==> src/core/flash_ctl_map.svh <==
// Opcode values, field limits and timing counts of the suspend, resume and reset controller.
// Assumes the includer compiles it once per unit; the guard keeps repeats harmless.
`ifndef FLASH_CTL_MAP_SVH
`define FLASH_CTL_MAP_SVH

// Opcodes.
`define OPC_WRITE_ENABLE 8'h06
`define OPC_WRITE_DISABLE 8'h04
`define OPC_STATUS_READ 8'h05
`define OPC_CONFIG_READ 8'h15
`define OPC_SEC_READ 8'h2b
`define OPC_SEC_WRITE 8'h2f
`define OPC_SIGNATURE_READ 8'hab
`define OPC_RESET_ARM 8'h66
`define OPC_SOFT_RESET 8'h99
`define OPC_NO_OP 8'h00
`define OPC_READ 8'h03
`define OPC_FAST_READ 8'h0b
`define OPC_DUAL_OUT_READ 8'h3b
`define OPC_QUAD_OUT_READ 8'h6b
`define OPC_DUAL_IO_READ 8'hbb
`define OPC_QUAD_IO_READ 8'heb
`define OPC_PARAM_READ 8'h5a
`define OPC_IDENT_READ 8'h9f
`define OPC_MAKER_ID_READ 8'h90
`define OPC_BURST_SET 8'hc0
`define OPC_OTP_ENTER 8'hb1
`define OPC_OTP_EXIT 8'hc1
`define OPC_RESUME_A 8'h7a
`define OPC_RESUME_B 8'h30
`define OPC_SUSPEND_A 8'h75
`define OPC_SUSPEND_B 8'hb0
`define OPC_PAGE_PROG 8'h02
`define OPC_QUAD_PAGE_PROG 8'h38
`define OPC_SECTOR_ERASE 8'h20
`define OPC_BLOCK32_ERASE 8'h52
`define OPC_BLOCK64_ERASE 8'hd8

// Region sizes as low address masks, and the end of the lockable OTP part.
`define MASK_PAGE 24'h00_00ff
`define MASK_SECTOR 24'h00_0fff
`define MASK_BLOCK32 24'h00_7fff
`define MASK_BLOCK64 24'h00_ffff
`define OTP_LOCK_LIMIT 24'h00_0200

// Frame lengths in bits.
`define BITS_OPCODE 6'h08
`define BITS_WITH_ADDR 6'h20

// Timing in nanoseconds, and the clock period used to turn them into cycles.
`define CLK_PERIOD_NS 50
`define PROG_SUSPEND_LAT_NS 10000
`define ERASE_SUSPEND_LAT_NS 15000
`define RECOVERY_PROG_NS 40000
`define RECOVERY_OTHER_NS 20000
`define NS_TO_CYC(t) (((t) + `CLK_PERIOD_NS - 1) / `CLK_PERIOD_NS)

`endif

==> src/core/flash_ctl_pkg.sv <==
// Types shared by the suspend, resume and reset controller and its helpers.
// Assumes the map header supplies every number; this package holds only types.
package flash_ctl_pkg;

  typedef enum logic [2:0] {
    ST_IDLE = 3'h0,
    ST_BUSY = 3'h1,
    ST_SUSP_WAIT = 3'h2,
    ST_SUSPENDED = 3'h3,
    ST_RECOVER = 3'h4
  } state_t;

  typedef enum logic {
    KIND_PROG = 1'b0,
    KIND_ERASE = 1'b1
  } op_kind_t;

  typedef struct packed {
    logic [7:0] opcode;
    logic [23:0] addr;
    logic [5:0] nbits;
  } frame_t;

  typedef struct packed {
    state_t st;
    logic [11:0] cnt;
    logic write_enable_latch;
    logic write_in_progress;
    logic program_suspended_flag;
    logic erase_suspended_flag;
    logic lock;
    logic arm;
    logic otp;
    logic nest;
    logic rdy;
    logic cs_n_d;
    logic sclk_d;
    op_kind_t kind;
    logic [23:0] base;
    logic [23:0] low;
    logic ok;
    logic refused;
    logic op_start;
    op_kind_t start_kind;
    logic op_suspend;
    logic op_resume;
    logic op_abort;
    logic lock_prog;
    logic [7:0] op;
    logic [23:0] addr;
  } ctl_state_t;

endpackage

==> src/core/pin_sync.sv <==
// Two-stage synchroniser for a group of pins.
// Assumes the inputs are asynchronous to clk; only the second stage is read outside.
`timescale 1ns/100ps
module pin_sync #(
  parameter int W = 1
) (
  input wire logic clk,
  input wire logic rst_n,
  input wire logic [W-1:0] d,
  output logic [W-1:0] q
);
  logic [1:0][W-1:0] s_q;
  logic [1:0][W-1:0] s_d;

  always_comb begin
    s_d = {s_q[0], d};
  end

  always_ff @(posedge clk) begin
    if (!rst_n) begin
      s_q <= '1;
    end else begin
      s_q <= s_d;
    end
  end

  assign q = s_q[1];
endmodule // pin_sync

==> src/core/cmd_shifter.sv <==
// Collects the opcode and the three address bytes of a serial frame, counting bits.
// Assumes shift pulses come from the clock-domain edge finder while chip select is low.
`timescale 1ns/100ps
`include "flash_ctl_map.svh"
module cmd_shifter (
  input wire logic clk,
  input wire logic rst_n,
  input wire logic clear,
  input wire logic shift,
  input wire logic bit_in,
  output flash_ctl_pkg::frame_t frame
);
  flash_ctl_pkg::frame_t f_q;
  flash_ctl_pkg::frame_t f_d;

  always_comb begin
    f_d = f_q;
    if (clear) begin
      f_d = '0;
    end else if (shift) begin
      if (f_q.nbits < `BITS_OPCODE) begin
        f_d.opcode = {f_q.opcode[6:0], bit_in};
      end else if (f_q.nbits < `BITS_WITH_ADDR) begin
        f_d.addr = {f_q.addr[22:0], bit_in};
      end
      // The count saturates so that long data phases never wrap into a byte boundary.
      if (f_q.nbits != 6'h3f) begin
        f_d.nbits = f_q.nbits + 6'h01;
      end
    end
  end

  always_ff @(posedge clk) begin
    if (!rst_n) begin
      f_q <= '0;
    end else begin
      f_q <= f_d;
    end
  end

  assign frame = f_q;
endmodule // cmd_shifter

==> src/core/flash_suspend_resume_reset_ctl.sv <==
// Command gate of a serial NOR flash: security write, suspend, resume and soft reset.
// Assumes the array engine runs operations on OP_START and reports OP_DONE on MCLK.
`timescale 1ns/100ps
`include "flash_ctl_map.svh"

module flash_suspend_resume_reset_ctl (
  // Clock and reset.
  input wire logic MCLK,
  input wire logic RST_N,
  // Serial pins.
  input wire logic CS_N,
  input wire logic SCLK,
  input wire logic SI,
  // Array engine, read mode and non-volatile lock copy.
  input wire logic OP_DONE,
  input wire logic PERF_MODE,
  input wire logic LOCK_NV,
  // Status.
  output logic WRITE_ENABLE_LATCH,
  output logic WRITE_IN_PROGRESS,
  output logic PSB_FLAG,
  output logic ESB_FLAG,
  output logic LOCKDOWN,
  output logic OTP_MODE,
  output logic READY,
  // Command verdicts.
  output logic CMD_OK,
  output logic CMD_REFUSED,
  output logic [7:0] CMD_OP,
  output logic [23:0] CMD_ADDR,
  // Array engine control.
  output logic OP_START,
  output logic OP_KIND,
  output logic OP_SUSPEND,
  output logic OP_RESUME,
  output logic OP_ABORT,
  output logic LOCK_PROGRAM
);
  localparam logic [11:0] PSUS_CYC = 12'(`NS_TO_CYC(`PROG_SUSPEND_LAT_NS));
  localparam logic [11:0] ESUS_CYC = 12'(`NS_TO_CYC(`ERASE_SUSPEND_LAT_NS));
  localparam logic [11:0] RPROG_CYC = 12'(`NS_TO_CYC(`RECOVERY_PROG_NS));
  localparam logic [11:0] ROTHER_CYC = 12'(`NS_TO_CYC(`RECOVERY_OTHER_NS));

  flash_ctl_pkg::ctl_state_t q;
  flash_ctl_pkg::ctl_state_t d;
  flash_ctl_pkg::frame_t fr;
  logic [2:0] pins_s;
  logic cs_n_s;
  logic sclk_s;
  logic si_s;
  logic frame_end;

  pin_sync #(.W(3)) u_sync (
    .clk(MCLK),
    .rst_n(RST_N),
    .d({CS_N, SCLK, SI}),
    .q(pins_s)
  );

  assign cs_n_s = pins_s[2];
  assign sclk_s = pins_s[1];
  assign si_s = pins_s[0];
  assign frame_end = cs_n_s && !q.cs_n_d;

  // Bits are sampled on the synchronised rising edge of the link clock.
  cmd_shifter u_shift (
    .clk(MCLK),
    .rst_n(RST_N),
    .clear(cs_n_s && q.cs_n_d),
    .shift(!cs_n_s && sclk_s && !q.sclk_d),
    .bit_in(si_s),
    .frame(fr)
  );

  always_comb begin
    logic rej;
    logic whole;
    logic susp;
    logic any_time;
    logic lat_set;
    logic es_set;
    logic in_reg;
    logic has_addr;
    rej = 1'b0;
    whole = (fr.nbits != 6'h00) && (fr.nbits[2:0] == 3'h0);
    susp = (q.st == flash_ctl_pkg::ST_SUSP_WAIT) || (q.st == flash_ctl_pkg::ST_SUSPENDED);
    has_addr = fr.nbits >= `BITS_WITH_ADDR;
    in_reg = ((fr.addr ^ q.base) & ~q.low) == 24'h00_0000;
    any_time = 1'b0;
    lat_set = 1'b0;
    es_set = 1'b0;
    case (fr.opcode)
      `OPC_WRITE_DISABLE, `OPC_STATUS_READ, `OPC_CONFIG_READ, `OPC_SEC_READ,
      `OPC_SIGNATURE_READ, `OPC_RESET_ARM, `OPC_SOFT_RESET, `OPC_NO_OP: begin
        any_time = 1'b1;
      end
      `OPC_READ, `OPC_FAST_READ, `OPC_DUAL_OUT_READ, `OPC_QUAD_OUT_READ, `OPC_DUAL_IO_READ,
      `OPC_QUAD_IO_READ, `OPC_PARAM_READ, `OPC_IDENT_READ, `OPC_MAKER_ID_READ,
      `OPC_BURST_SET, `OPC_OTP_ENTER, `OPC_OTP_EXIT, `OPC_RESUME_A, `OPC_RESUME_B: begin
        lat_set = 1'b1;
      end
      `OPC_WRITE_ENABLE, `OPC_PAGE_PROG, `OPC_QUAD_PAGE_PROG: begin
        es_set = 1'b1;
      end
      default: begin
        any_time = 1'b0;
      end
    endcase

    d = q;
    d.cs_n_d = cs_n_s;
    d.sclk_d = sclk_s;
    d.ok = 1'b0;
    d.refused = 1'b0;
    d.op_start = 1'b0;
    d.op_suspend = 1'b0;
    d.op_resume = 1'b0;
    d.op_abort = 1'b0;
    d.lock_prog = 1'b0;

    case (q.st)
      flash_ctl_pkg::ST_BUSY: begin
        if (OP_DONE) begin
          d.st = flash_ctl_pkg::ST_IDLE;
          d.write_in_progress = 1'b0;
          d.write_enable_latch = 1'b0;
        end
      end
      flash_ctl_pkg::ST_SUSP_WAIT: begin
        if (q.cnt <= 12'h001) begin
          d.st = flash_ctl_pkg::ST_SUSPENDED;
          d.write_enable_latch = 1'b0;
          d.write_in_progress = 1'b0;
          d.program_suspended_flag = (q.kind == flash_ctl_pkg::KIND_PROG);
          d.erase_suspended_flag = (q.kind == flash_ctl_pkg::KIND_ERASE);
        end else begin
          d.cnt = q.cnt - 12'h001;
        end
      end
      flash_ctl_pkg::ST_SUSPENDED: begin
        // The nested program leaves both bits high until the engine reports it finished.
        if (q.nest && OP_DONE) begin
          d.nest = 1'b0;
          d.write_in_progress = 1'b0;
          d.write_enable_latch = 1'b0;
        end
      end
      flash_ctl_pkg::ST_RECOVER: begin
        if (q.cnt <= 12'h001) begin
          d.st = flash_ctl_pkg::ST_IDLE;
        end else begin
          d.cnt = q.cnt - 12'h001;
        end
      end
      default: begin
        d.st = q.st;
      end
    endcase

    // Commands are judged when chip select rises; recovery ignores every frame.
    if (frame_end && (fr.nbits != 6'h00) && (q.st != flash_ctl_pkg::ST_RECOVER)) begin
      rej = !whole;
      if (susp && !(any_time || ((q.st == flash_ctl_pkg::ST_SUSPENDED) &&
                                 (lat_set || (q.erase_suspended_flag && es_set))))) begin
        rej = 1'b1;
      end
      d.arm = 1'b0;
      if (!rej) begin
        case (fr.opcode)
          `OPC_WRITE_ENABLE: begin
            d.write_enable_latch = 1'b1;
          end
          `OPC_WRITE_DISABLE: begin
            d.write_enable_latch = q.write_in_progress;
          end
          `OPC_RESET_ARM: begin
            d.arm = 1'b1;
          end
          `OPC_SEC_WRITE: begin
            if ((fr.nbits == `BITS_OPCODE) && q.write_enable_latch && !q.write_in_progress && !q.otp) begin
              d.lock = 1'b1;
              d.lock_prog = !q.lock;
              d.write_enable_latch = 1'b0;
            end else begin
              rej = 1'b1;
            end
          end
          `OPC_SOFT_RESET: begin
            if (q.arm) begin
              d.op_abort = q.write_in_progress || q.program_suspended_flag || q.erase_suspended_flag;
              d.cnt = (q.nest || ((q.write_in_progress || q.program_suspended_flag) && (q.kind == flash_ctl_pkg::KIND_PROG)))
                      ? RPROG_CYC : ROTHER_CYC;
              d.st = flash_ctl_pkg::ST_RECOVER;
              d.write_enable_latch = 1'b0;
              d.write_in_progress = 1'b0;
              d.program_suspended_flag = 1'b0;
              d.erase_suspended_flag = 1'b0;
              d.otp = 1'b0;
              d.nest = 1'b0;
            end else begin
              rej = 1'b1;
            end
          end
          `OPC_SUSPEND_A, `OPC_SUSPEND_B: begin
            if ((q.st == flash_ctl_pkg::ST_BUSY) && !q.nest) begin
              d.st = flash_ctl_pkg::ST_SUSP_WAIT;
              d.cnt = (q.kind == flash_ctl_pkg::KIND_PROG) ? PSUS_CYC : ESUS_CYC;
              d.op_suspend = 1'b1;
            end else begin
              rej = 1'b1;
            end
          end
          `OPC_RESUME_A, `OPC_RESUME_B: begin
            if (!PERF_MODE && (q.program_suspended_flag || q.erase_suspended_flag) && !q.nest) begin
              d.program_suspended_flag = 1'b0;
              d.erase_suspended_flag = 1'b0;
              d.write_enable_latch = 1'b1;
              d.write_in_progress = 1'b1;
              d.st = flash_ctl_pkg::ST_BUSY;
              d.op_resume = 1'b1;
            end else begin
              rej = 1'b1;
            end
          end
          `OPC_PAGE_PROG, `OPC_QUAD_PAGE_PROG: begin
            if (!has_addr || !q.write_enable_latch || q.write_in_progress) begin
              rej = 1'b1;
            end else if (q.otp && q.lock && (fr.addr < `OTP_LOCK_LIMIT)) begin
              rej = 1'b1;
            end else if (susp) begin
              if (in_reg) begin
                rej = 1'b1;
              end else begin
                d.nest = 1'b1;
                d.write_in_progress = 1'b1;
                d.op_start = 1'b1;
                d.start_kind = flash_ctl_pkg::KIND_PROG;
              end
            end else begin
              d.st = flash_ctl_pkg::ST_BUSY;
              d.write_in_progress = 1'b1;
              d.kind = flash_ctl_pkg::KIND_PROG;
              d.base = fr.addr;
              d.low = `MASK_PAGE;
              d.op_start = 1'b1;
              d.start_kind = flash_ctl_pkg::KIND_PROG;
            end
          end
          `OPC_SECTOR_ERASE, `OPC_BLOCK32_ERASE, `OPC_BLOCK64_ERASE: begin
            if (has_addr && q.write_enable_latch && !q.write_in_progress && !susp && !q.otp) begin
              d.st = flash_ctl_pkg::ST_BUSY;
              d.write_in_progress = 1'b1;
              d.kind = flash_ctl_pkg::KIND_ERASE;
              d.base = fr.addr;
              d.low = (fr.opcode == `OPC_SECTOR_ERASE) ? `MASK_SECTOR :
                      (fr.opcode == `OPC_BLOCK32_ERASE) ? `MASK_BLOCK32 : `MASK_BLOCK64;
              d.op_start = 1'b1;
              d.start_kind = flash_ctl_pkg::KIND_ERASE;
            end else begin
              rej = 1'b1;
            end
          end
          `OPC_OTP_ENTER: begin
            d.otp = 1'b1;
          end
          `OPC_OTP_EXIT: begin
            d.otp = 1'b0;
          end
          `OPC_READ, `OPC_FAST_READ, `OPC_DUAL_OUT_READ, `OPC_QUAD_OUT_READ,
          `OPC_DUAL_IO_READ, `OPC_QUAD_IO_READ: begin
            // Reads inside the paused region would see half-written cells.
            if (susp && !q.otp && in_reg) begin
              rej = 1'b1;
            end
          end
          default: begin
            rej = 1'b0;
          end
        endcase
      end
      d.ok = !rej;
      d.refused = rej;
      d.op = fr.opcode;
      d.addr = fr.addr;
    end
    d.rdy = (d.st != flash_ctl_pkg::ST_RECOVER);
  end

  always_ff @(posedge MCLK) begin
    if (!RST_N) begin
      q <= '0;
      q.cs_n_d <= 1'b1;
      q.sclk_d <= 1'b1;
      q.st <= flash_ctl_pkg::ST_IDLE;
      q.rdy <= 1'b1;
    end else begin
      q <= d;
      // The stored lock bit reloads from the non-volatile copy, so it can only rise.
      q.lock <= d.lock | LOCK_NV;
    end
  end

  assign WRITE_ENABLE_LATCH = q.write_enable_latch;
  assign WRITE_IN_PROGRESS = q.write_in_progress;
  assign PSB_FLAG = q.program_suspended_flag;
  assign ESB_FLAG = q.erase_suspended_flag;
  assign LOCKDOWN = q.lock;
  assign OTP_MODE = q.otp;
  assign READY = q.rdy;
  assign CMD_OK = q.ok;
  assign CMD_REFUSED = q.refused;
  assign CMD_OP = q.op;
  assign CMD_ADDR = q.addr;
  assign OP_START = q.op_start;
  assign OP_KIND = q.start_kind;
  assign OP_SUSPEND = q.op_suspend;
  assign OP_RESUME = q.op_resume;
  assign OP_ABORT = q.op_abort;
  assign LOCK_PROGRAM = q.lock_prog;

  localparam int LAT_HI = 302;
endmodule // flash_suspend_resume_reset_ctl

==> config.mk <==
export PLATFORM = sky130hd
export DESIGN_NAME = flash_suspend_resume_reset_ctl
export DESIGN_NICKNAME = d
export VERILOG_FILES = /design/src/core/flash_ctl_pkg.sv /design/src/core/pin_sync.sv /design/src/core/cmd_shifter.sv /design/src/core/flash_suspend_resume_reset_ctl.sv
export VERILOG_INCLUDE_DIRS = /design/src /design/src/core
export SDC_FILE = /design/constraint.sdc
export NUM_CORES = 1
export LEC_CHECK = 0
export BUFFER_PORTS_ARGS = -buffer_cell sky130_fd_sc_hd__buf_4
export CAP_MARGIN = 20
export CORE_AREA = 2 2 135 104
export DETAILED_ROUTE_END_ITERATION = 7
export DIE_AREA = 0 0 137 106
export PLACE_DENSITY = 0.78
export SYNTH_ARGS = -nofsm -noshare
export SYNTH_HDL_FRONTEND = slang
export SYNTH_SLANG_ARGS = --single-unit
==> constraint.sdc <==
create_clock -name MCLK -period 2.5 [get_ports MCLK]
set_clock_uncertainty 0.15 [all_clocks]
set_input_delay 0.5 -clock MCLK [delete_from_list [all_inputs] [get_ports MCLK]]
set_output_delay 0.5 -clock MCLK [all_outputs]
set_load 0.005 [all_outputs]
==> results of run 1 <==
## through the flow
stage / setup slack (ns) / instance area, µm²
final: -0.174 / 9060
after global routing: -0.233 / 9060
after CTS: -0.206 / 8730
after floorplan: 0.0262 / 6630
after detailed placement: -0.228 / 7770
after global placement: -0.127 / 7770
## timing repair
item	CTS	global route
setup endpoints to repair	58	58
endpoints found under the hold margin	0	0
pin swaps	40	34
gates resized for setup	57	78
gates cloned	2	1
buffers inserted	15	6
## cell type report
| type | instances | area share, % |
|---|---|---|
| Timing Repair Buffer | 193 | 17.8 |
| Tap cell | 175 | 2.42 |
| Clock inverter | 12 | 1.79 |
| Multi-Input combinational cell | 561 | 41.7 |
| Clock buffer | 20 | 4.82 |
| Inverter | 15 | 0.676 |
| Sequential cell | 138 | 30.8 |
## kinds of logic after synthesis
| group | count (synthesis) | share of synthesized area [%] |
|---|---|---|
| AND/OR/NAND/NOR | 347 | 26.0 |
| AO/OA/AOI/OAI | 138 | 13.6 |
| flip-flops | 138 | 41.7 |
| buffers and inverters | 93 | 7.87 |
| XOR/XNOR | 39 | 5.15 |
| multiplexers | 33 | 4.98 |
| adder cells (fa/ha/maj) | 4 | 0.755 |
## power by group through the flow
stage / clock network, µW / registers [µW] / logic (µW)
after floorplan: 0 / 2260 / 34.1
after global placement: 0 / 2260 / 59.9
after detailed placement: 0 / 2260 / 61.1
after CTS: 2600 / 2200 / 61.7
after global routing: 2710 / 2200 / 70.2
final: 2600 / 2200 / 65.3
## sequential cells by signal, summed over array words and instances, names as in the netlist, 3 cells and up
| name | cells |
|---|---|
| CMD_ADDR | 24 |
| CMD_OP | 8 |
| q | 47 |
| u_sync.s_d | 3 |
| u_sync.q | 3 |
| u_shift.frame | 38 |
## cells in the mapped netlist, drive strengths merged (4+ instances only)
| cell | number |
|---|---|
| nand2 | 140 |
| dfxtp | 138 |
| a21oi | 81 |
| nor2 | 80 |
| buf | 49 |
| mux2i | 33 |
| clkbuf | 29 |
| xor2 | 25 |
| nor3 | 20 |
| nand2b | 16 |
| inv | 14 |
| nand3 | 14 |
| xnor2 | 14 |
| o21ai | 13 |
| or4 | 13 |
| nor4 | 11 |
| nand4 | 10 |
| nand4b | 7 |
| or3 | 6 |
| o22ai | 5 |
| a211oi | 4 |
| and2 | 4 |
| ha | 4 |
| nor2b | 4 |
| nor4bb | 4 |
| or2 | 4 |
## worst max-delay path by stage
stage / cells past startpoint / start / end
after floorplan: 8 / u_shift.frame[30] / READY
after global placement: 7 / u_shift.frame[32] / READY
after detailed placement: 9 / u_shift.frame[34] / q[66]
after CTS: 9 / u_shift.frame[35] / q[51]
after global routing: 9 / u_shift.frame[36] / READY
final: 10 / u_shift.frame[36] / q[85]
## critical path, delay by kind of cell, from the launching register on
kind | cells | cell delay [ns]
simple gates | 2 | 0.20
mux | 1 | 0.22
flops | 1 | 0.37
compound gates | 4 | 1.11
buf+inv | 3 | 0.50
## layer usage
| metal | GRT usage [%] | vias to the layer above |
|---|---|---|
| li1 | - | 2971 |
| met1 | 36.9 | 3068 |
| met2 | 45.1 | 316 |
| met3 | 5.91 | 69 |
| met4 | 8.98 | 0 |
| met5 | 0 | - |
==> summary.md, run 1 <==
| Metric | Value |
|---|---|
| Pre-Repair DR Iteration Count | 6 |
| Leak | 0.00376 µW |
| Initial Utilization | 49.7% |
| Top FF cell, synth | dfxtp_1 |
| Fill count | 987 |
| Post-synth top area share | 41.7% |
| H-tree levels | 4 |
| Setup WS post-layout | -0.174 ns |
| Worst setup SP type | register |
| Largest net degree at the start of global routing | 55 |
| I/O Buffers | 54 |
| Data arrival time of the critical path | 2.83 ns |
| WP data required | 2.65 ns |
| Tot GR Track Use | 27.8% |
| Multi-input logic area | 0.00378 mm² |
| Final core occ | 68.0% |
| Critical path class | reg2reg |
| Routed Antenna Nets | 0 |
| Site Rows | 37 |
| Hold bufs inserted after CTS | 0 |
| Vias in the first global route | 6,177 |
| TritonCTS clock tree | yes |
| Layout cells sized above 1 | 34.1% |
| Metal-1 WL | 8640 µm |
| Reg clk slew, reported paths | 0.06 ns |
| DP Wirelength | 12,200 µm |
| Core area | 0.0133 mm² |
| Min Hold Slack | 0.115 ns |
| Final setup violation count | 44 |
| First-pass GRT wire length | 31,800 µm |
| Hold WC Path Type | in2reg |
| Max Fclk | 374 MHz |
| Worst skew pair latency | 0.42 ns |
| CP max FO | 8 |
| Vias per cell | 5.77 |
| Hold Fails Final Rpt | 0 |
| Max incr delay on CP | 0.37 ns |
| Most frequent cells in the layout | buf_4 (163), nand2_1 (132), dfxtp_1 (128), nor2_1 (73), a21oi_1 (73) |
| Post-Route WL | 20,800 µm |
| Net Sw Power | 1060 µW |
| Starting DRT DRC Count | 863 |
| Clock root cell | clkbuf_16 |
| Highest routed layer | met4 |
| Switching Share | 21.9% |
| Peak supply drop | 0.528 mV |
| Max Cap Viol | 0 |
| Tmin final | 2.67 ns |
| Total CTS buffers | 17 |
| Reg-to-reg slack, setup | -0.17 ns |
| Worst hold stages | 2 |
| R2R depth | 10 |
| Comb power frac | 1.3% |
| Most common cell type on the critical path | buf_6 |
| Post-synthesis cell count | 792 |
| Chip width | 137 µm |
| Clk buf depth | 2 |
| Final GP Congestion | 0.989 |
| Commonest non-fill, non-tap cell in the layout | buf_4 |
| Layout area overhead | 36.7% |
| P_int | 3800 µW |
| Synthesized area per cell | 8.37 µm² |
| Post-Syn Nets | 804 |
| Vias post-DR | 6,424 |
| Fin. max-slew vios | 0 |
| Pwr Total | 4860 µW |
| Post-Syn Area | 0.00663 mm² |
| Post-synthesis register bit count | 138 |
| Synth cell types | 77 |
| Die area | 0.0145 mm² |
| Met2 wire len | 10,100 µm |
| # nets final | 938 |
| Hold_sp | SCLK |
| Main area contributors after synthesis | dfxtp_1 (42%), nand2_1 (7.9%), a21oi_1 (6.0%) |
| Worst-margin pin slew | 0.587 ns |
| Placed Cells incl. Taps | 1,063 |
| Failing checks | negative setup slack |
| Clock sink total | 138 |
| Period Utilization, post-route | 107% |
| Hold Path Sink | u_sync.s_d[4] |
| Inserted Diodes | 0 |
| Cell-by-cell trace of the critical path | buf_6, nor2b_4, o2111a_2, a211oi_4, a31oi_4, buf_6, o22ai_4, buf_6, mux2i_2, nor2_1 |
| Worst R2R End | q[85] |
| Slew headroom | 60.3% |
| Non-filler cells, final | 1,114 |
| Total Neg Setup Slack | -4.61 ns |
| Die height | 106 µm |
| Clock power frac | 53.4% |
| Gr ovfl total | 0 |
| Status | finished with violations |
| Power per standard cell area | 537 mW/mm² |
| Register area share after synthesis | 41.7% |
| RSZ-0062 raised after global routing | true |
| Number of synthesized flops with an enable pin | 0 |
| Seq pwr share | 45.3% |
| Metal3 WL | 1430 µm |
| Slowest cell on crit path | dfxtp_4 |
| Synth area leader | dfxtp_1 |
| IO Count | 55 |
| Post-synthesis async set-or-reset flop share | 0% |
| Launch point of the worst reg-to-reg path | u_shift.frame[36] |
| Wire per inst | 18.7 µm |
| Initial antenna violation count | 0 |
| Yosys Warn Count | 0 |
| Endpoint class of the critical path | register |
| Combined flip-flop and latch cell area | 0.00279 mm² |
| DRC Markers | 0 |
(Power assumes the default switching activity.)
==> inputs of run 2 (changes only) <==
--- a/config.mk
+++ b/config.mk
@@ -6,7 +6,7 @@
 export SDC_FILE = /design/constraint.sdc
 export NUM_CORES = 1
 export LEC_CHECK = 0
-export BUFFER_PORTS_ARGS = -buffer_cell sky130_fd_sc_hd__buf_4
+export BUFFER_PORTS_ARGS = -buffer_cell sky130_fd_sc_hd__clkbuf_2
 export CAP_MARGIN = 20
 export CORE_AREA = 2 2 135 104
 export DETAILED_ROUTE_END_ITERATION = 7
==> run 2 against run 1 <==
Against the previous run:
- the flow still finishes with violations (negative setup slack)
- global-route usage shrank 2.6 points
- final cell count shrank 1.7%
- utilization shrank 3.8 points
- via count shrank 4.9%
- non-clock buffer count shrank 18
- fmax grew 0.94%
- sequential share of layout area grew 1.9 points
- clock power grew 2%
- critical path depth is the same
- die area is the same
- largest cell class unchanged
- largest power group unchanged
==> summary.md, run 2 (synthesis gave the netlist of run 1 again) <==
| Metric | Value |
|---|---|
| Period Utilization, post-route | 106% (-0.99 points) |
| Slew headroom | 61.1% (+0.78 points) |
| Fin. max-slew vios | 0 (unchanged) |
| Max Fclk | 378 MHz (+0.94%) |
| Status | finished with violations |
| Pwr Total | 4920 µW (+1.1%) |
| Metal3 WL | 1120 µm (-22%) |
| Setup WS post-layout | -0.149 ns (+0.0248 ns) |
| Max Cap Viol | 0 (unchanged) |
| Post-Route WL | 18,100 µm (-13%) |
| Data arrival time of the critical path | 2.79 ns (-0.04 ns) |
| Hold_sp | SI |
| Metal-1 WL | 8100 µm (-6.3%) |
| # nets final | 920 (-1.9%) |
| Final GP Congestion | 0.981 (-0.82%) |
| Met2 wire len | 8630 µm (-15%) |
| Die height | 106 µm (unchanged) |
| Total CTS buffers | 17 (unchanged) |
| TritonCTS clock tree | yes |
| Hold Fails Final Rpt | 0 (unchanged) |
| Gr ovfl total | 0 (unchanged) |
| Layout cells sized above 1 | 31.7% (-2.3 points) |
| Core area | 0.0133 mm² (unchanged) |
| Worst-margin pin slew | 0.582 ns (-0.00512 ns) |
| CP max FO | 6 (-2) |
| Layout area overhead | 29.1% |
| Endpoint class of the critical path | register |
| Worst hold stages | 2 (unchanged) |
| Die area | 0.0145 mm² (unchanged) |
| Commonest non-fill, non-tap cell in the layout | nand2_1 |
| Launch point of the worst reg-to-reg path | u_shift.frame[34] |
| Power per standard cell area | 575 mW/mm² (+7.1%) |
| Hold Path Sink | u_sync.s_d[3] |
| Largest reg by FF count | q |
| Clock root cell | clkbuf_16 |
| Clock sink total | 138 (unchanged) |
| Vias per cell | 5.58 (-3.3%) |
| Vias in the first global route | 5,810 (-5.9%) |
| First-pass GRT wire length | 28,800 µm (-9.3%) |
| I/O Buffers | 54 (unchanged) |
| Initial Utilization | 49.7% (unchanged) |
| Hold bufs inserted after CTS | 0 (unchanged) |
| Reg-to-reg slack, setup | -0.15 ns (+0.02 ns) |
| Initial antenna violation count | 0 (unchanged) |
| Failing checks | negative setup slack |
| DP Wirelength | 11,700 µm (-4.4%) |
| WP data required | 2.64 ns (about the same) |
| Total Neg Setup Slack | -3.64 ns (+0.970 ns) |
| Chip width | 137 µm (unchanged) |
| R2R depth | 10 (unchanged) |
| Most frequent cells in the layout | nand2_1 (134), dfxtp_1 (125), buf_4 (106), nor2_1 (73), a21oi_1 (72) |
| Site Rows | 37 (unchanged) |
| DRC Markers | 0 (unchanged) |
| Hold WC Path Type | in2reg |
| Final core occ | 64.2% (-3.8 points) |
| Routed Antenna Nets | 0 (unchanged) |
| Worst setup SP type | register |
| Tot GR Track Use | 25.2% (-2.6 points) |
| Pre-Repair DR Iteration Count | 5 (-1) |
| RSZ-0062 raised after global routing | true |
| Reg clk slew, reported paths | 0.06 ns (about the same) |
| Tmin final | 2.65 ns (-0.0248 ns) |
| H-tree levels | 4 (unchanged) |
| Peak supply drop | 0.508 mV (-3.9%) |
| Leak | 0.00361 µW (-4.0%) |
| Critical path class | reg2reg |
| Final setup violation count | 42 (-4.5%) |
| Starting DRT DRC Count | 688 (-20%) |
| Worst skew pair latency | 0.42 ns (about the same) |
| Max reg flops | 47 (unchanged) |
| Wire per inst | 16.6 µm (-11%) |
| Worst R2R End | q[51] |
| Vias post-DR | 6,109 (-4.9%) |
| Highest routed layer | met4 |
| Largest net degree at the start of global routing | 68 (+24%) |
| Min Hold Slack | 0.112 ns (-0.00318 ns) |
| Clk buf depth | 2 (unchanged) |
| IO Count | 55 (unchanged) |
| Inserted Diodes | 0 (unchanged) |
[run 2: cell type report]
class	count	area (µm²)
fillers	1056	4770
multi-input cells	561	3600
flip-flops and latches	138	2790
repair buffers	175	1270
clock buffers	18	439
well taps	175	219
clock inverters	13	179
inverters	15	60.1
[run 2: worst max-delay path by stage]
stage / to / slack, ns / startpoint / cells after the start
5_1_grt: q[72] / -0.23 / u_shift.frame[37] / 10
2_1_floorplan: READY / 0.03 / u_shift.frame[30] / 8
6_report: q[51] / -0.15 / u_shift.frame[34] / 10
3_5_place_dp: q[72] / -0.26 / u_shift.frame[33] / 10
4_1_cts: OTP_MODE / -0.10 / u_shift.frame[36] / 8
3_3_place_gp: q[70] / -0.17 / u_shift.frame[33] / 10
[run 2: where the power goes]
part / internal [µW] / switching (µW) / total, µW
sequential: 2200 / 3.84 / 2200
combinational: 17.7 / 45.1 / 62.8
clock: 1620 / 1030 / 2650
[run 2: repair_timing]
item                                    4_1_cts  5_1_grt
endpoints found under the setup margin       59       58
gates resized for setup                      30       58
endpoints found under the hold margin         0        0
gates cloned                                  0        0
pin swaps                                    10       29
setup buffers                                 9        4
[run 2: worst max-delay path: stages, from the launching register on]
cell,delay [ns]
dfxtp_4,0.37
buf_6,0.12
or4_4,0.49
or2_4,0.27
a21o_1,0.20
nor4_4,0.28
o22ai_4,0.17
buf_4,0.16
buf_6,0.11
mux2i_1,0.13
nor2_1,0.06
[run 2: per-stage QoR]
step	cells	cell area, µm²	setup WS (ns)
after CTS	1091	8310	-0.101
after floorplan	792	6630	0.0262
after detailed placement	1051	7540	-0.265
after global placement	1051	7540	-0.173
after global routing	1095	8560	-0.234
final	1095	8560	-0.149
[run 2: per-layer routing]
metal  up-vias  GRT usage, %
met5         -             0
met4         0          8.39
met3        30          5.77
met2       255          39.9
met1      2875          33.9
li1       2949             -
